[config.mk]
export PLATFORM = sky130hd
export DESIGN_NAME = comparator_control_event
export DESIGN_NICKNAME = d
export VERILOG_FILES = /design/src/pkg/comparator_pkg.sv /design/src/pkg/result_edge_if.sv /design/src/verilog/result_edge_detector.sv /design/src/verilog/comparator_control_event.sv
export SDC_FILE = /design/constraint.sdc
export NUM_CORES = 1
export LEC_CHECK = 0
export ABC_AREA = 0
export BUFFER_PORTS_ARGS = -buffer_cell sky130_fd_sc_hd__buf_4
export CAP_MARGIN = 40
export CORE_ASPECT_RATIO = 1.25
export CORE_MARGIN = 10
export CORE_UTILIZATION = 44
export CTS_CLUSTER_SIZE = 16
export DETAILED_ROUTE_END_ITERATION = 12
export GPL_ROUTABILITY_DRIVEN = 0
export PLACE_DENSITY = 0.84
export RECOVER_POWER = 50
export SETUP_SLACK_MARGIN = 0.05
export SLEW_MARGIN = 30
export SYNTH_ARGS = -nofsm -noshare
export SYNTH_HDL_FRONTEND = slang
export SYNTH_SLANG_ARGS = --single-unit
export TNS_END_PERCENT = 10
[constraint.sdc]
create_clock -name clock -period 2.3 [get_ports clock]
set_clock_uncertainty 0.1 [all_clocks]
set_input_delay 0.115 -clock clock [delete_from_list [all_inputs] [get_ports clock]]
set_output_delay 0.115 -clock clock [all_outputs]
set_load 0.01 [all_outputs]
[src/pkg/comparator_pkg.sv]
// Constants shared by the comparator control and event logic
package comparator_pkg;
   localparam int          ADDR_WIDTH      = 4;
   localparam logic [3:0]  CONTROL_OFFSET  = 4'h0;
   localparam logic [3:0]  STATUS_OFFSET   = 4'h4;
   localparam logic [3:0]  MASK_OFFSET     = 4'h8;
   localparam int          ENABLE_BIT      = 15;
   localparam int          DRIVE_BIT       = 14;
   localparam int          INVERT_BIT      = 13;
   localparam int          RESULT_BIT      = 8;
   localparam int          EDGE_LSB        = 6;
   localparam int          POSITIVE_BIT    = 4;
   localparam int          NEGATIVE_LSB    = 0;
   localparam int          EVENT_BIT       = 0;
   localparam logic [31:0] CONTROL_RESET   = 32'h000000C3;
   localparam logic [31:0] CONTROL_MASK    = 32'h0000E1D3;
   localparam logic [1:0]  EDGE_NONE       = 2'h0;
   localparam logic [1:0]  EDGE_RISING     = 2'h1;
   localparam logic [1:0]  EDGE_FALLING    = 2'h2;
   localparam logic [1:0]  EDGE_BOTH       = 2'h3;
   localparam logic [1:0]  NEGATIVE_PIN_B  = 2'h0;
   localparam logic [1:0]  NEGATIVE_PIN_C  = 2'h1;
   localparam logic [1:0]  NEGATIVE_PIN_D  = 2'h2;
   localparam logic [1:0]  NEGATIVE_REF    = 2'h3;
   localparam logic        STATUS_RESET    = 1'h0;
   localparam logic        MASK_RESET      = 1'h0;
   localparam int          SYNC_CYCLES     = 2;
endpackage

[src/pkg/result_edge_if.sv]
// Signals between the control logic and the result edge detector
`timescale 1ns/10ps
interface result_edge_if;
   logic enable;
   logic invert;
   logic result;
   logic rise;
   logic fall;
   modport detector (input enable, input invert, output result, output rise, output fall);
   modport control  (output enable, output invert, input result, input rise, input fall);
endinterface

[src/verilog/result_edge_detector.sv]
// Synchroniser, inversion and edge detection of the comparator result
`timescale 1ns/10ps
module result_edge_detector (
   input  wire logic      clock,
   input  wire logic      srst,
   input  wire logic      comparator_result,
   result_edge_if.detector edges
);
   // ----------------------------------------
   // Synchroniser
   // ----------------------------------------
   logic sync_first;
   logic sync_second;
   logic previous;
   logic armed;

   always_ff @(posedge clock) begin
      if (srst) begin
         sync_first  <= 1'h0;
         sync_second <= 1'h0;
      end else begin
         sync_first  <= comparator_result;
         sync_second <= sync_first;
      end
   end

   // ----------------------------------------
   // Inversion and edges
   // ----------------------------------------
   assign edges.result = sync_second ^ edges.invert;

   // Edge sees the inverted result, so inversion flips the edge
   always_ff @(posedge clock) begin
      if (srst) begin
         previous <= 1'h0;
         armed    <= 1'h0;
      end else begin
         previous <= edges.result;
         armed    <= edges.enable;
      end
   end

   // Arming skips a false edge on the switch-on cycle itself, the first with enable set
   assign edges.rise = armed & edges.enable & edges.result & ~previous;
   assign edges.fall = armed & edges.enable & ~edges.result & previous;

   a_edge_needs_enable: assert property (@(posedge clock) disable iff (srst)
      (edges.rise | edges.fall) |-> edges.enable && $past(edges.enable))
      else $error("Edge reported while comparator is off");
   a_rise_after_low: assert property (@(posedge clock) disable iff (srst)
      edges.rise |-> edges.result && !$past(edges.result))
      else $error("Rise without a low to high result");
endmodule

[src/verilog/comparator_control_event.sv]
// Comparator control register, result status and edge interrupt logic
`timescale 1ns/10ps
module comparator_control_event (
   input  wire logic        clock,
   input  wire logic        srst,
   input  wire logic [3:0]  address,
   input  wire logic        read,
   input  wire logic        write,
   input  wire logic [31:0] writedata,
   input  wire logic [3:0]  byteenable,
   output logic      [31:0] readdata,
   output logic             waitrequest,
   input  wire logic        comparator_result,
   output logic             comparator_enable,
   output logic             positive_input_select,
   output logic      [1:0]  negative_input_select,
   output logic             result_output_pin,
   output logic             result_output_pin_oe,
   output logic             event_pulse,
   output logic             interrupt
);
   // ----------------------------------------
   // Declarations
   // ----------------------------------------
   result_edge_if edges ();

   logic        enable;
   logic        drive;
   logic        invert;
   logic [1:0]  edge_select;
   logic        positive_select;
   logic [1:0]  negative_select;
   logic        event_status;
   logic        event_mask;
   logic        read_done;
   logic        next_event;
   logic        write_control;
   logic        write_status;
   logic        write_mask;
   logic [31:0] control_word;
   logic [31:0] next_readdata;

   // ----------------------------------------
   // Edge detector
   // ----------------------------------------
   result_edge_detector u_result_edge_detector (
      .clock             (clock),
      .srst              (srst),
      .comparator_result (comparator_result),
      .edges             (edges)
   );

   assign edges.enable = enable;
   assign edges.invert = invert;

   // ----------------------------------------
   // Bus decode
   // ----------------------------------------
   // Writes finish at once; reads take one wait cycle for registered data
   assign waitrequest   = read & ~read_done;
   assign write_control = write & (address == comparator_pkg::CONTROL_OFFSET);
   assign write_status  = write & (address == comparator_pkg::STATUS_OFFSET);
   assign write_mask    = write & (address == comparator_pkg::MASK_OFFSET);

   always_ff @(posedge clock) begin
      if (srst) begin
         read_done <= 1'h0;
      end else begin
         read_done <= read & ~read_done;
      end
   end

   // ----------------------------------------
   // Control register
   // ----------------------------------------
   always_ff @(posedge clock) begin
      if (srst) begin
         enable          <= comparator_pkg::CONTROL_RESET[comparator_pkg::ENABLE_BIT];
         drive           <= comparator_pkg::CONTROL_RESET[comparator_pkg::DRIVE_BIT];
         invert          <= comparator_pkg::CONTROL_RESET[comparator_pkg::INVERT_BIT];
         edge_select     <= comparator_pkg::CONTROL_RESET[comparator_pkg::EDGE_LSB +: 2];
         positive_select <= comparator_pkg::CONTROL_RESET[comparator_pkg::POSITIVE_BIT];
         negative_select <= comparator_pkg::CONTROL_RESET[comparator_pkg::NEGATIVE_LSB +: 2];
      end else if (write_control) begin
         if (byteenable[1]) begin
            enable <= writedata[comparator_pkg::ENABLE_BIT];
            drive  <= writedata[comparator_pkg::DRIVE_BIT];
            invert <= writedata[comparator_pkg::INVERT_BIT];
         end
         if (byteenable[0]) begin
            edge_select     <= writedata[comparator_pkg::EDGE_LSB +: 2];
            positive_select <= writedata[comparator_pkg::POSITIVE_BIT];
            negative_select <= writedata[comparator_pkg::NEGATIVE_LSB +: 2];
         end
      end
   end

   // ----------------------------------------
   // Analog and pin controls
   // ----------------------------------------
   assign comparator_enable     = enable;
   assign positive_input_select = positive_select;
   assign negative_input_select = negative_select;

   // Pin stays low and undriven when the drive bit is clear
   always_ff @(posedge clock) begin
      if (srst) begin
         result_output_pin    <= 1'h0;
         result_output_pin_oe <= 1'h0;
      end else begin
         result_output_pin    <= drive & edges.result;
         result_output_pin_oe <= drive;
      end
   end

   // ----------------------------------------
   // Event selection
   // ----------------------------------------
   always_comb begin
      case (edge_select)
         comparator_pkg::EDGE_NONE:    next_event = 1'h0;
         comparator_pkg::EDGE_RISING:  next_event = edges.rise;
         comparator_pkg::EDGE_FALLING: next_event = edges.fall;
         comparator_pkg::EDGE_BOTH:    next_event = edges.rise | edges.fall;
         default:                      next_event = 1'h0;
      endcase
   end

   always_ff @(posedge clock) begin
      if (srst) begin
         event_pulse <= 1'h0;
      end else begin
         event_pulse <= next_event;
      end
   end

   // ----------------------------------------
   // Interrupt status and mask
   // ----------------------------------------
   // A new event beats a write-one clear in the same cycle
   always_ff @(posedge clock) begin
      if (srst) begin
         event_status <= comparator_pkg::STATUS_RESET;
      end else if (next_event) begin
         event_status <= 1'h1;
      end else if (write_status && byteenable[0] && writedata[comparator_pkg::EVENT_BIT]) begin
         event_status <= 1'h0;
      end
   end

   always_ff @(posedge clock) begin
      if (srst) begin
         event_mask <= comparator_pkg::MASK_RESET;
      end else if (write_mask && byteenable[0]) begin
         event_mask <= writedata[comparator_pkg::EVENT_BIT];
      end
   end

   assign interrupt = event_status & event_mask;

   // ----------------------------------------
   // Read data
   // ----------------------------------------
   always_comb begin
      control_word = 32'h00000000;
      control_word[comparator_pkg::ENABLE_BIT]         = enable;
      control_word[comparator_pkg::DRIVE_BIT]          = drive;
      control_word[comparator_pkg::INVERT_BIT]         = invert;
      control_word[comparator_pkg::RESULT_BIT]         = edges.result;
      control_word[comparator_pkg::EDGE_LSB +: 2]      = edge_select;
      control_word[comparator_pkg::POSITIVE_BIT]       = positive_select;
      control_word[comparator_pkg::NEGATIVE_LSB +: 2]  = negative_select;
   end

   always_comb begin
      next_readdata = 32'h00000000;
      case (address)
         comparator_pkg::CONTROL_OFFSET: next_readdata = control_word;
         comparator_pkg::STATUS_OFFSET:  next_readdata[comparator_pkg::EVENT_BIT] = event_status;
         comparator_pkg::MASK_OFFSET:    next_readdata[comparator_pkg::EVENT_BIT] = event_mask;
         default:                        next_readdata = 32'h00000000;
      endcase
   end

   // Data captured in the wait cycle and held until the next read
   always_ff @(posedge clock) begin
      if (srst) begin
         readdata <= 32'h00000000;
      end else if (read && !read_done) begin
         readdata <= next_readdata;
      end
   end

   // ----------------------------------------
   // Checks
   // ----------------------------------------
   a_enable_write_only: assert property (@(posedge clock) disable iff (srst)
      write_control && !byteenable[1] |=> enable == $past(enable)
         && invert == $past(invert))
      else $error("Control upper byte changed without its byte enable");
   a_enable_takes_bit: assert property (@(posedge clock) disable iff (srst)
      write_control && byteenable[1] |=>
         comparator_enable == $past(writedata[15])
         && edge_select == ($past(byteenable[0]) ? $past(writedata[7:6]) : $past(edge_select)))
      else $error("Enable write wrong or disturbed other fields");
   a_drive_takes_bit: assert property (@(posedge clock) disable iff (srst)
      write_control && byteenable[1] |=>
         drive == $past(writedata[comparator_pkg::DRIVE_BIT])
         && invert == $past(writedata[comparator_pkg::INVERT_BIT]))
      else $error("Drive or invert bit did not take written value");
   a_pin_follows_drive: assert property (@(posedge clock) disable iff (srst)
      ##1 result_output_pin_oe == $past(drive)
         && result_output_pin == ($past(drive) & $past(edges.result)))
      else $error("Output pin does not follow drive and result");
   a_drive_pin_result: assert property (@(posedge clock) disable iff (srst)
      result_output_pin_oe |-> result_output_pin == $past(edges.result))
      else $error("Driven pin does not carry the result");
   a_pin_off_undriven: assert property (@(posedge clock) disable iff (srst)
      !result_output_pin_oe |-> !result_output_pin)
      else $error("Undriven pin carries a value");
   a_status_shows_result: assert property (@(posedge clock) disable iff (srst)
      control_word[8] == (u_result_edge_detector.sync_second ^ invert))
      else $error("Result status bit not the inverted result");
   a_no_event_none: assert property (@(posedge clock) disable iff (srst)
      edge_select == 2'h0 |=> !event_pulse)
      else $error("Event pulse while edge selection is none");
   a_rising_gives_pulse: assert property (@(posedge clock) disable iff (srst)
      edge_select == 2'h1 && edges.rise |=> event_pulse ##1 !event_pulse)
      else $error("Rising edge did not give a single pulse");
   a_rising_only: assert property (@(posedge clock) disable iff (srst)
      edge_select == comparator_pkg::EDGE_RISING && !edges.rise |=> !event_pulse)
      else $error("Pulse without a rising edge in rising mode");
   a_falling_only: assert property (@(posedge clock) disable iff (srst)
      edge_select == 2'h2 && !edges.fall |=> !event_pulse)
      else $error("Pulse without a falling edge in falling mode");
   a_falling_gives_pulse: assert property (@(posedge clock) disable iff (srst)
      edge_select == comparator_pkg::EDGE_FALLING && edges.fall |=> event_pulse ##1 !event_pulse)
      else $error("Falling edge did not give a single pulse");
   a_both_gives_pulse: assert property (@(posedge clock) disable iff (srst)
      edge_select == comparator_pkg::EDGE_BOTH && (edges.rise || edges.fall) |=> event_pulse)
      else $error("Edge lost in both-edges mode");
   a_no_event_disabled: assert property (@(posedge clock) disable iff (srst)
      !enable |=> !event_pulse)
      else $error("Event pulse while comparator disabled");
   a_disabled_no_edges: assert property (@(posedge clock) disable iff (srst)
      !enable |-> !edges.rise && !edges.fall)
      else $error("Edge detected while comparator disabled");
   // Switch-on itself must never look like a result edge
   a_no_edge_first: assert property (@(posedge clock) disable iff (srst)
      $rose(enable) |-> !edges.rise && !edges.fall)
      else $error("Edge detected on the switch-on cycle");
   a_reserved_read_zero: assert property (@(posedge clock) disable iff (srst)
      (control_word & ~32'h0000E1D3) == 32'h00000000)
      else $error("Unimplemented control bits not zero");
   a_select_outputs: assert property (@(posedge clock) disable iff (srst)
      write_control && byteenable[0] |=>
         negative_input_select == $past(writedata[1:0])
         && positive_input_select == $past(writedata[4]))
      else $error("Input selection did not take written value");

   // ----------------------------------------
   // Bus and interrupt checks
   // ----------------------------------------
   a_read_answer: assert property (@(posedge clock) disable iff (srst)
      read && !read_done |=> !waitrequest || !read)
      else $error("Read not answered after one wait cycle");
   a_write_no_wait: assert property (@(posedge clock) disable iff (srst)
      write |-> !waitrequest)
      else $error("Write stalled by waitrequest");
   a_control_read_back: assert property (@(posedge clock) disable iff (srst)
      read && !read_done && address == comparator_pkg::CONTROL_OFFSET |=>
         readdata == $past(control_word))
      else $error("Control read data not the control word");
   a_unmapped_read_zero: assert property (@(posedge clock) disable iff (srst)
      read && !read_done && address != comparator_pkg::CONTROL_OFFSET
         && address != comparator_pkg::STATUS_OFFSET
         && address != comparator_pkg::MASK_OFFSET |=> readdata == 32'h00000000)
      else $error("Unmapped address read not zero");
   a_readdata_holds: assert property (@(posedge clock) disable iff (srst)
      !(read && !read_done) |=> readdata == $past(readdata))
      else $error("Read data changed outside a read capture");
   a_status_set_wins: assert property (@(posedge clock) disable iff (srst)
      next_event |=> event_status)
      else $error("Event lost in status register");
   // Sticky so software cannot miss an event between polls
   a_status_sticky: assert property (@(posedge clock) disable iff (srst)
      event_status && !write_status |=> event_status)
      else $error("Status cleared without a write");
   a_status_clears: assert property (@(posedge clock) disable iff (srst)
      write_status && byteenable[0] && writedata[comparator_pkg::EVENT_BIT] && !next_event
         |=> !event_status)
      else $error("Write-one did not clear the status");
   a_mask_takes_bit: assert property (@(posedge clock) disable iff (srst)
      write_mask && byteenable[0] |=> event_mask == $past(writedata[comparator_pkg::EVENT_BIT]))
      else $error("Mask did not take written value");
endmodule

==> impl_summary.log, run 1 <==
INFO  metric result_of_the_run = completed
INFO  metric setup_viol = 0
INFO  metric crit_family = buffers and inverters
INFO  metric cts_max_level = 1
INFO  metric n_antenna_cell = 0
INFO  metric ys_warn_count = 0
INFO  metric postRouteAntennaNets = 0
INFO  metric cts_clk_pin_slew_worst_paths = 0.15 ns
INFO  metric synth.yosys.seq_area_share = 0.432
INFO  metric timing.setup.tns = 0 ns
INFO  metric clk_root_buffer_cell = sky130_fd_sc_hd__clkbuf_4
INFO  metric start_util = 0.462
INFO  metric die_w = 67.7 um
INFO  metric layout_nets = 231
INFO  metric core = 0.00271 mm2
INFO  metric cp_num_buf_inv = 3
INFO  metric rsz0062_at_grt = no
INFO  metric critPathLaunchType = input port
INFO  metric detailedRoute.firstPassIterationCount = 4
INFO  metric netlist_area_pre_place = 0.00125 mm2
INFO  metric pin_count = 86
INFO  metric crit_path_cell_chain = dlygate4sd3_1, buf_4, nor4_4, nand4_1, dlygate4sd3_1, a21oi_1
INFO  metric drc = 0
INFO  metric aggregate_global_route_resource_usage = 0.116
INFO  metric portBuffers = 36
INFO  metric die_area = 0.00539 mm2
INFO  metric slew_headroom = 0.573
INFO  metric synthesis.area_per_instance = 9.20 um2
INFO  metric clockBufferDepth = 2
INFO  metric setup_ws = 0.281 ns
INFO  metric post-place-ws = 0.830 ns
INFO  metric max_stage_delay = 0.58 ns
INFO  metric timing.hold.worst.class = in2reg
INFO  metric grt_antenna_before_repair = 0
INFO  metric clock_insertion_delay_worst_skew = 0.34 ns
INFO  metric viasPerCell = 4.80
INFO  metric grt_start_max_net_pins = 26
INFO  metric synth_flop_cell = sky130_fd_sc_hd__dfxtp_1
INFO  metric dieHeight = 79.6 um
INFO  metric drt-initial-drc-count = 53
INFO  metric postRouteWirelength = 3.12 mm
INFO  metric fmaxAchievable = 495 MHz
INFO  metric worst-endpoint-required = 2.48 ns
INFO  metric final.min_clock_period = 2.02 ns
INFO  metric worst_slew_pin_slew = 0.636 ns
INFO  metric dr_total_vias = 1,052
INFO  metric fin_util = 0.577
INFO  metric leakagePower = 0.615 nW
INFO  metric count_of_mapped_cells_out_of_synthesis = 136
INFO  metric critical_path.endpoint_type = register
INFO  metric synth_async_sr_flop_share = 0
INFO  metric synth.lib_cells_used.distinct = 32
INFO  metric crit_slowest_cell = sky130_fd_sc_hd__dlygate4sd3_1
INFO  metric ir_worst_vdd = 0.000238 V
INFO  metric crit_top_cell = sky130_fd_sc_hd__dlygate4sd3_1
INFO  metric worst_ep_arrival_time = 2.20 ns
INFO  metric layout-area-overhead-vs-synth = 24.8%
INFO  metric routedWlPerCell = 14.3 um
INFO  metric total_power = 0.000800 W
INFO  metric tritoncts.num_buffers = 3
INFO  metric hold_viol = 0
INFO  metric grt_remaining_overflow = 0
INFO  metric first_global_vias = 1,064
INFO  metric grt_first_pass_wirelength = 4.91 mm
INFO  metric timing.setup.critical_path_class = in2reg
INFO  metric synth.ff_latch_count = 27
INFO  metric drive_above_1_share = 0.173
INFO  metric final-max-slew-violation-count = 0
INFO  metric crit_path_max_fanout = 12
INFO  metric power-per-cell-area = 512 mW/mm2
INFO  metric cts.sinks = 27
INFO  metric layout_worst_path_cycle_share = 0.878
INFO  metric cts_tree = built
INFO  metric rows = 21
INFO  metric max_cap_violations = 0
INFO  metric synth_enable_flop_cells = 0
INFO  metric ctsResizeCount = 0
[metrics by stage]
| stage | cell area [um2] | hold WS, ns | std cells |
|---|---|---|---|
| final | 1560 | 0.00454 | 219 |
| after global placement | 1440 | 0.225 | 200 |
| after floorplan | 1330 | 0.0866 | 158 |
| after CTS | 1620 | 0.00155 | 219 |
| after global routing | 1560 | 0.0151 | 219 |
| after detailed placement | 1440 | 0.235 | 200 |
[cells by family after synthesis]
| group | after synthesis | synth area share |
|---|---|---|
| XOR/XNOR | 1 | 0.00700 |
| buffers and inverters | 30 | 0.171 |
| flip-flops | 27 | 0.432 |
| multiplexers | 1 | 0.00900 |
| AND/OR/NAND/NOR | 50 | 0.246 |
| AO/OA/AOI/OAI | 26 | 0.132 |
| other | 1 | 0.00300 |
[worst reg2reg max path, delay by kind of cell, from the launching register on]
kind | cells | cell delay [ns]
compound gates | 2 | 0.48
buf+inv | 1 | 0.55
flops | 1 | 0.36
simple gates | 1 | 0.09
[power breakdown]
part / switching (W) / leakage, nW / internal, W
combinational: 0.0000622 / 0.379 / 0.0000468
sequential: 0.00000343 / 0.219 / 0.000475
clock: 0.000147 / 0.0177 / 0.0000656
total: 0.000213 / 0.615 / 0.000587
[state kept, by name, indices dropped and copies added, names as in the netlist]
register	count
event_pulse	1
readdata	9
edge_select	2
result_output_pin	1
drive	1
result_output_pin_oe	1
u_result_edge_detector.sync_second	1
event_mask	1
u_result_edge_detector.armed	1
u_result_edge_detector.previous	1
read_done	1
event_status	1
edges.invert	1
negative_input_select	2
comparator_enable	1
u_result_edge_detector.sync_first	1
positive_input_select	1
[synthesized netlist by cell type, drive strengths merged (2+ instances only)]
master | instances | area (um2)
a211o | 5 | 43.8
a21oi | 14 | 70.1
and2 | 2 | 12.5
and3 | 4 | 25.0
buf | 25 | 195
clkbuf | 3 | 11.3
dfxtp | 27 | 541
inv | 2 | 7.50
nand2 | 12 | 45.0
nand2b | 2 | 12.5
nand3 | 9 | 45.0
nand3b | 2 | 15.0
nand4 | 3 | 18.8
nor2 | 4 | 15.0
nor2b | 5 | 31.3
o21ai | 4 | 20.0
[area by class of cell]
class	instances	area, um2
clock buffer	3	22.5
clock inverter	1	5.00
fill	274	1140
inverter	2	7.51
multi-input combinational	101	579
sequential	27	541
tap	34	42.5
timing repair buffer	51	364
[per-layer routing]
metal / global-route usage / vias to the layer above / routed length [um]
met5: 0 / - / 0
met4: 0.0761 / 0 / 91
met3: 0.0281 / 7 / 221
met2: 0.198 / 37 / 1620
met1: 0.120 / 483 / 1190
li1: - / 525 / -
[placed cells by master (no fill, tap or decap), drive strengths merged]
cell / Yosys / layout
dfxtp: 27 / 27
conb: 1 / 23
buf: 25 / 20
clkbuf: 3 / 19
dlygate4sd3: 0 / 15
a21oi: 14 / 14
nand2: 12 / 12
nand3: 9 / 9
nor2b: 5 / 5
a211o: 5 / 5
nor2: 4 / 4
and3: 4 / 4
o21ai: 4 / 4
nand4: 3 / 3
nand2b: 2 / 2
nand3b: 2 / 2
inv: 2 / 2
and2: 2 / 2
and4bb: 1 / 1
and4b: 1 / 1
xor2: 1 / 1
mux2: 1 / 1
o32ai: 1 / 1
nand4b: 1 / 1
nand4bb: 1 / 1
or2b: 1 / 1
nor4: 1 / 1
a211oi: 1 / 1
or4: 1 / 1
o31ai: 1 / 1
clkinv: 0 / 1
[repair_timing]
item / in CTS / in global routing
hold buffers: 15 / 0
setup buffers: 0 / 0
endpoints found under the hold margin: 10 / 0
[final timing paths]
| check | from | slack [ns] | endpoint | depth (start not counted) |
|---|---|---|---|---|
| max reg2reg | event_mask | 0.64 | readdata[0] | 4 |
| min reg2reg | u_result_edge_detector.sync_first | 0.36 | u_result_edge_detector.sync_second | 1 |
| min | srst | 0.005 | readdata[13] | 2 |
| max | address[0] | 0.28 | drive | 6 |
(Power assumes the default switching activity.)
==> inputs of run 2 (changes only) <==
--- a/config.mk
+++ b/config.mk
@@ -16,6 +16,7 @@
 export GPL_ROUTABILITY_DRIVEN = 0
 export PLACE_DENSITY = 0.84
 export RECOVER_POWER = 50
+export REMOVE_ABC_BUFFERS = 1
 export SETUP_SLACK_MARGIN = 0.05
 export SLEW_MARGIN = 30
 export SYNTH_ARGS = -nofsm -noshare
==> impl_summary.log, run 2 (same netlist as run 1, synthesis figures left out) <==
INFO  metric layout_worst_path_cycle_share = 0.765 (was 0.878)
INFO  metric switchingPower = 0.000204 W (was 0.000213 W)
INFO  metric dieHeight = 79.6 um (unchanged)
INFO  metric clock_insertion_delay_worst_skew = 0.32 ns (was 0.34 ns)
INFO  metric setup_ws = 0.540 ns (was 0.281 ns)
INFO  metric aggregate_global_route_resource_usage = 0.110 (was 0.116)
INFO  metric timing.hold.worst.class = in2reg (unchanged)
INFO  metric timing.setup.tns = 0 ns (unchanged)
INFO  metric crit_family = simple AND/OR/NAND/NOR gates (was buffers and inverters)
INFO  metric layout-area-overhead-vs-synth = 20.8% (was 24.8%)
INFO  metric postRouteAntennaNets = 0 (unchanged)
INFO  metric power.sequential.fraction = 0.608 (was 0.598)
INFO  metric final-max-slew-violation-count = 0 (unchanged)
INFO  metric grt_first_pass_wirelength = 4.76 mm (was 4.91 mm)
INFO  metric clk_root_buffer_cell = sky130_fd_sc_hd__clkbuf_4 (unchanged)
INFO  metric cts_max_level = 1 (unchanged)
INFO  metric layout_common_cells = sky130_fd_sc_hd__dfxtp_1, sky130_fd_sc_hd__conb_1, sky130_fd_sc_hd__buf_4 (unchanged)
INFO  metric slew_headroom = 0.547 (was 0.573)
INFO  metric drive_above_1_share = 0.190 (was 0.173)
INFO  metric worst-endpoint-required = 2.46 ns (was 2.48 ns)
INFO  metric swShare = 0.259 (was 0.266)
INFO  metric tritoncts.num_buffers = 3 (unchanged)
INFO  metric worst_hold_slack = 0.0195 ns (was 0.00454 ns)
INFO  metric dr_total_vias = 1,051 (was 1,052)
INFO  metric die_area = 0.00539 mm2 (unchanged)
INFO  metric die_w = 67.7 um (unchanged)
INFO  metric rsz0062_at_grt = no (unchanged)
INFO  metric n_antenna_cell = 0 (unchanged)
INFO  metric worstHoldPathCells = 3 (was 2)
INFO  metric layout.cells.most_common = sky130_fd_sc_hd__dfxtp_1 (unchanged)
INFO  metric max_stage_delay = 0.69 ns (was 0.58 ns)
INFO  metric portBuffers = 36 (unchanged)
INFO  metric setup_viol = 0 (unchanged)
INFO  metric rows = 21 (unchanged)
INFO  metric ctsResizeCount = 0 (unchanged)
INFO  metric worst_ep_arrival_time = 1.92 ns (was 2.20 ns)
INFO  metric routedWlPerCell = 14.8 um (was 14.3 um)
INFO  metric detailedRoute.firstPassIterationCount = 4 (unchanged)
INFO  metric hp-start = writedata[1] (was srst)
INFO  metric clockBufferDepth = 2 (unchanged)
INFO  metric cts_clk_pin_slew_worst_paths = 0.15 ns (about the same)
INFO  metric grt_start_max_net_pins = 26 (unchanged)
INFO  metric start_util = 0.462 (unchanged)
INFO  metric postRouteWirelength = 3.15 mm (was 3.12 mm)
INFO  metric crit_path_max_fanout = 12 (unchanged)
INFO  metric worst_hold_path.endpoint = negative_input_select[1] (was readdata[13])
INFO  metric worst_slew_pin_slew = 0.674 ns (was 0.636 ns)
INFO  metric ir_worst_vdd = 0.000285 V (was 0.000238 V)
INFO  metric viasPerCell = 4.93 (was 4.80)
INFO  metric crit_slowest_cell = sky130_fd_sc_hd__nor4_4 (was sky130_fd_sc_hd__dlygate4sd3_1)
INFO  metric cp_num_cells = 5 (was 6)
INFO  metric core = 0.00271 mm2 (unchanged)
INFO  metric critical_path.reg2reg.endpoint = event_status (was readdata[0])
INFO  metric grt_antenna_before_repair = 0 (unchanged)
INFO  metric post-place-ws = 0.818 ns (was 0.830 ns)
INFO  metric first_global_vias = 1,038 (was 1,064)
INFO  metric drc = 0 (unchanged)
INFO  metric layout_nets = 225 (was 231)
INFO  metric drt-initial-drc-count = 57 (was 53)
INFO  metric pin_count = 86 (unchanged)
INFO  metric pwr-share-comb = 0.132 (was 0.136)
INFO  metric leakagePower = 0.600 nW (was 0.615 nW)
INFO  metric critPathLaunchType = input port (unchanged)
INFO  metric grt_remaining_overflow = 0 (unchanged)
INFO  metric hpwlAfterDp = 2.40 mm
INFO  metric worstReg2RegStart = edges.invert (was event_mask)
INFO  metric cts.sinks = 27 (unchanged)
INFO  metric worst_r2r_path_depth = 3 (was 4)
INFO  metric regMostFlops = readdata (unchanged)
INFO  metric final.min_clock_period = 1.76 ns (was 2.02 ns)
INFO  metric clkPwrFrac = 0.260 (was 0.266)
INFO  metric cts_tree = built (unchanged)
INFO  metric result_of_the_run = completed (unchanged)
INFO  metric setup.reg_to_reg.worst_slack = 0.89 ns (was 0.64 ns)
INFO  metric fmaxAchievable = 568 MHz (was 495 MHz)
INFO  metric max_cap_violations = 0 (unchanged)
INFO  metric power_report.internal_total = 0.000582 W (was 0.000587 W)
INFO  metric timing.setup.critical_path_class = in2reg (unchanged)
INFO  metric largest_reg_flops = 9 (unchanged)
INFO  metric hold_viol = 0 (unchanged)
INFO  metric critical_path.endpoint_type = register (unchanged)
INFO  metric power-per-cell-area = 520 mW/mm2 (was 512 mW/mm2)
INFO  metric crit_path_cell_chain = clkbuf_1, nor4_4, nand4_1, dlygate4sd3_1, a21oi_1 (was dlygate4sd3_1, buf_4, nor4_4, nand4_1, dlygate4sd3_1, a21oi_1)
INFO  metric cp_num_buf_inv = 2 (was 3)
[run 2: changes by cell type in the layout (fill, tap and decap cells not counted)]
cell and delta:
sky130_fd_sc_hd__dlygate4sd3_1 -6, sky130_fd_sc_hd__clkbuf_1 -2, sky130_fd_sc_hd__clkinv_2 -1, sky130_fd_sc_hd__clkinvlp_4 +1, sky130_fd_sc_hd__and2_1 +1, sky130_fd_sc_hd__buf_4 +2, sky130_fd_sc_hd__and2_0 -1
[run 2: per-stage QoR]
| stage | util | total power, W | instances | area (um2) |
|---|---|---|---|---|
| after floorplan | - | 0.000531 | 130 | 1130 |
| after global placement | 0.532 | 0.000580 | 200 | 1440 |
| after detailed placement | 0.532 | 0.000583 | 200 | 1440 |
| after CTS | 0.577 | 0.000790 | 213 | 1560 |
| after global routing | 0.558 | 0.000822 | 213 | 1510 |
| final | 0.558 | 0.000786 | 213 | 1510 |
[run 2: worst reg2reg max path: stages, from the launching register on]
cell,delay [ns]
sky130_fd_sc_hd__dfxtp_1,0.41
sky130_fd_sc_hd__xor2_1,0.32
sky130_fd_sc_hd__mux2_2,0.41
sky130_fd_sc_hd__o32ai_2,0.09
[run 2: what timing repair did]
item | in CTS | in global routing
setup endpoints to repair | 0 | 0
endpoints found under the hold margin | 6 | 0
setup buffers | 0 | 0
hold buffers | 9 | 0
[run 2: power by group through the flow]
stage	clock network, W	logic [W]	registers (W)
global placement	0	0.0000925	0.000488
detailed placement	0	0.0000949	0.000488
global route	0.000230	0.000113	0.000479
finish	0.000205	0.000103	0.000478
floorplan	0	0.0000425	0.000489
CTS	0.000208	0.000104	0.000478
[run 2: how the worst max path moves through the flow]
stage | from | endpoint | slack [ns]
floorplan | edges.invert | event_status | 1.11
global placement | address[3] | readdata[0] | 0.86
detailed placement | address[3] | readdata[0] | 0.82
CTS | read_done | waitrequest | 0.70
global route | address[3] | edges.invert | 0.45
finish | address[3] | edges.invert | 0.54
[run 2: routing by layer]
| layer | track usage | wire length, um |
|---|---|---|
| met1 | 0.123 | 1270 |
| met2 | 0.182 | 1550 |
| met3 | 0.0337 | 283 |
| met4 | 0.0535 | 46 |
| met5 | 0 | 0 |
[run 2: area by class of cell]
| cell class | instances | area [um2] |
|---|---|---|
| multi-input cells | 101 | 579 |
| clock inverters | 1 | 7.51 |
| well taps | 34 | 42.5 |
| fillers | 249 | 1190 |
| repair buffers | 45 | 312 |
| clock buffers | 3 | 22.5 |
| inverters | 2 | 7.51 |
| flip-flops and latches | 27 | 541 |
==> inputs of run 3 (changes only) <==
--- a/config.mk
+++ b/config.mk
@@ -10,11 +10,11 @@
 export CAP_MARGIN = 40
 export CORE_ASPECT_RATIO = 1.25
 export CORE_MARGIN = 10
-export CORE_UTILIZATION = 44
+export CORE_UTILIZATION = 41
 export CTS_CLUSTER_SIZE = 16
 export DETAILED_ROUTE_END_ITERATION = 12
 export GPL_ROUTABILITY_DRIVEN = 0
-export PLACE_DENSITY = 0.84
+export PLACE_DENSITY = 0.79
 export RECOVER_POWER = 50
 export REMOVE_ABC_BUFFERS = 1
 export SETUP_SLACK_MARGIN = 0.05
==> constraint.sdc (replaced) <==
create_clock -name clock -period 1.7 [get_ports clock]
set_clock_uncertainty 0.1 [all_clocks]
set_input_delay 0.085 -clock clock [delete_from_list [all_inputs] [get_ports clock]]
set_output_delay 0.085 -clock clock [all_outputs]
set_load 0.01 [all_outputs]
==> impl_summary.log, run 3 (same netlist as run 1, synthesis figures left out) <==
INFO  metric critical_path.endpoint_type = output port (was register)
INFO  metric largest_reg_flops = 9 (unchanged)
INFO  metric pin_count = 86 (unchanged)
INFO  metric worst_hold_slack = 0.0277 ns (was 0.0195 ns)
INFO  metric viasPerCell = 4.69 (was 4.93)
INFO  metric layout.cells.most_common = sky130_fd_sc_hd__dfxtp_1 (unchanged)
INFO  metric hold_viol = 0 (unchanged)
INFO  metric setup_viol = 0 (unchanged)
INFO  metric crit_path_cell_chain = nand2b_2, inv_2, buf_4 (was clkbuf_1, nor4_4, nand4_1, dlygate4sd3_1, a21oi_1)
INFO  metric grt_start_max_net_pins = 26 (unchanged)
INFO  metric worst_ep_arrival_time = 1.28 ns (was 1.92 ns)
INFO  metric first_global_vias = 1,097 (was 1,038)
INFO  metric cts.sinks = 27 (unchanged)
INFO  metric postcts_setup_bufs = 0 (unchanged)
INFO  metric grt_antenna_before_repair = 0 (unchanged)
INFO  metric ir_worst_vdd = 0.000358 V (was 0.000285 V)
INFO  metric crit_slowest_cell = sky130_fd_sc_hd__dfxtp_1 (was sky130_fd_sc_hd__nor4_4)
INFO  metric regMostFlops = readdata (unchanged)
INFO  metric multiInputGateArea = 582 um2 (was 579 um2)
INFO  metric setup_ws = 0.239 ns (was 0.540 ns)
INFO  metric drt-initial-drc-count = 29 (was 57)
INFO  metric routedWlPerCell = 14.0 um (was 14.8 um)
INFO  metric max_stage_delay = 0.32 ns (was 0.69 ns)
INFO  metric timing.setup.critical_path_class = reg2out (was in2reg)
INFO  metric rows = 22 (was 21)
INFO  metric dieHeight = 81.8 um (was 79.6 um)
INFO  metric core = 0.00295 mm2 (was 0.00271 mm2)
INFO  metric layout_common_cells = sky130_fd_sc_hd__dfxtp_1, sky130_fd_sc_hd__conb_1, sky130_fd_sc_hd__buf_4 (unchanged)
INFO  metric clock_insertion_delay_worst_skew = 0.33 ns (was 0.32 ns)
INFO  metric register_area = 541 um2 (unchanged)
INFO  metric postRouteWirelength = 3.17 mm (was 3.15 mm)
INFO  metric postRouteAntennaNets = 0 (unchanged)
INFO  metric fmaxAchievable = 684 MHz
INFO  metric final-max-slew-violation-count = 0 (unchanged)
INFO  metric clockBufferDepth = 2 (unchanged)
INFO  metric leakagePower = 0.646 nW (was 0.600 nW)
INFO  metric power-per-cell-area = 670 mW/mm2 (was 520 mW/mm2)
INFO  metric die_area = 0.00568 mm2 (was 0.00539 mm2)
INFO  metric total_power = 0.00109 W (was 0.000786 W)
INFO  metric n_antenna_cell = 0 (unchanged)
INFO  metric final.min_clock_period = 1.46 ns
INFO  metric clk_root_buffer_cell = sky130_fd_sc_hd__clkbuf_4 (unchanged)
INFO  metric critPathLaunchType = register (was input port)
INFO  metric portBuffers = 36 (unchanged)
INFO  metric drive_above_1_share = 0.184 (was 0.190)
INFO  metric dr_total_vias = 1,061 (was 1,051)
INFO  metric timing.setup.tns = 0 ns (unchanged)
INFO  metric post-place-ws = 0.369 ns (was 0.818 ns)
INFO  metric cts_max_level = 1 (unchanged)
INFO  metric cts_tree = built (unchanged)
INFO  metric hpwlAfterDp = 2.29 mm (was 2.40 mm)
INFO  metric layout_worst_path_cycle_share = 0.860
INFO  metric worst-endpoint-required = 1.51 ns (was 2.46 ns)
INFO  metric final.fill_count = 272 (was 249)
INFO  metric aggregate_global_route_resource_usage = 0.107 (was 0.110)
INFO  metric crit_path_max_fanout = 11 (was 12)
INFO  metric drc = 0 (unchanged)
INFO  metric rsz0062_at_grt = no (unchanged)
INFO  metric timing.hold.worst.class = in2reg (unchanged)
INFO  metric grt_remaining_overflow = 0 (unchanged)
INFO  metric layout_nets = 236 (was 225)
INFO  metric layout-area-overhead-vs-synth = 29.5% (was 20.8%)
INFO  metric max_cap_violations = 0 (unchanged)
INFO  metric result_of_the_run = completed (unchanged)
INFO  metric start_util = 0.425 (was 0.462)
INFO  metric cts_clk_pin_slew_worst_paths = 0.15 ns (about the same)
INFO  metric die_w = 69.4 um (was 67.7 um)
INFO  metric grt_first_pass_wirelength = 5.12 mm (was 4.76 mm)
INFO  metric tritoncts.num_buffers = 3 (unchanged)
INFO  metric detailedRoute.firstPassIterationCount = 4 (unchanged)
==> run 3: cell count changes in the layout (fill, tap and decap cells not counted) <==
cell and delta:
sky130_fd_sc_hd__clkbuf_1 +1, sky130_fd_sc_hd__nand2b_1 -1, sky130_fd_sc_hd__buf_4 -2, sky130_fd_sc_hd__clkbuf_4 +2
sky130_fd_sc_hd__nand2b_2 +1, sky130_fd_sc_hd__dlygate4sd3_1 +10
==> run 3: layer usage <==
layer,up-vias,GRT usage,share of wire
met5,-,0,0
met3,7,0.0253,0.048
met4,0,0.0605,0.025
li1,531,-,-
met2,36,0.195,0.51
met1,487,0.112,0.41
==> run 3: report_power, final <==
part | switching (W) | internal [W] | total, W
Combinational | 0.0000864 | 0.0000693 | 0.000156
Clock | 0.000192 | 0.0000901 | 0.000282
Sequential | 0.00000495 | 0.000642 | 0.000647
==> run 3: layout make-up <==
class,count,area share
inverters,2,0.00463
clock buffers,3,0.0139
flip-flops and latches,27,0.334
repair buffers,56,0.256
well taps,36,0.0278
multi-input cells,101,0.359
clock inverters,1,0.00463
==> run 3: through the flow <==
step | instances | cell area, um2 | utilization
floorplan | 130 | 1130 | -
global placement | 203 | 1450 | 0.492
detailed placement | 203 | 1450 | 0.492
CTS | 226 | 1670 | 0.567
global route | 226 | 1620 | 0.550
finish | 226 | 1620 | 0.550
==> run 3: worst max-delay path: cells and delay by family, from the launching register on <==
kind	cells	cell delay, ns
flops	1	0.32
simple gates	1	0.27
buf+inv	2	0.35
==> run 3: timing repair <==
item / CTS / global route
hold buffers: 19 / 0
hold endpoints to repair: 22 / 0
gates resized for setup: 0 / 1
setup endpoints to repair: 0 / 1
==> run 3: path summary, 6_finish.rpt <==
path             endpoint    startpoint  slack (ns)  cells after the start
max reg2reg  event_status  edges.invert        0.31                      3
max           waitrequest     read_done        0.24                      3
min reg2reg   readdata[8]   readdata[8]        0.36                      2
min             read_done          read        0.03                      3
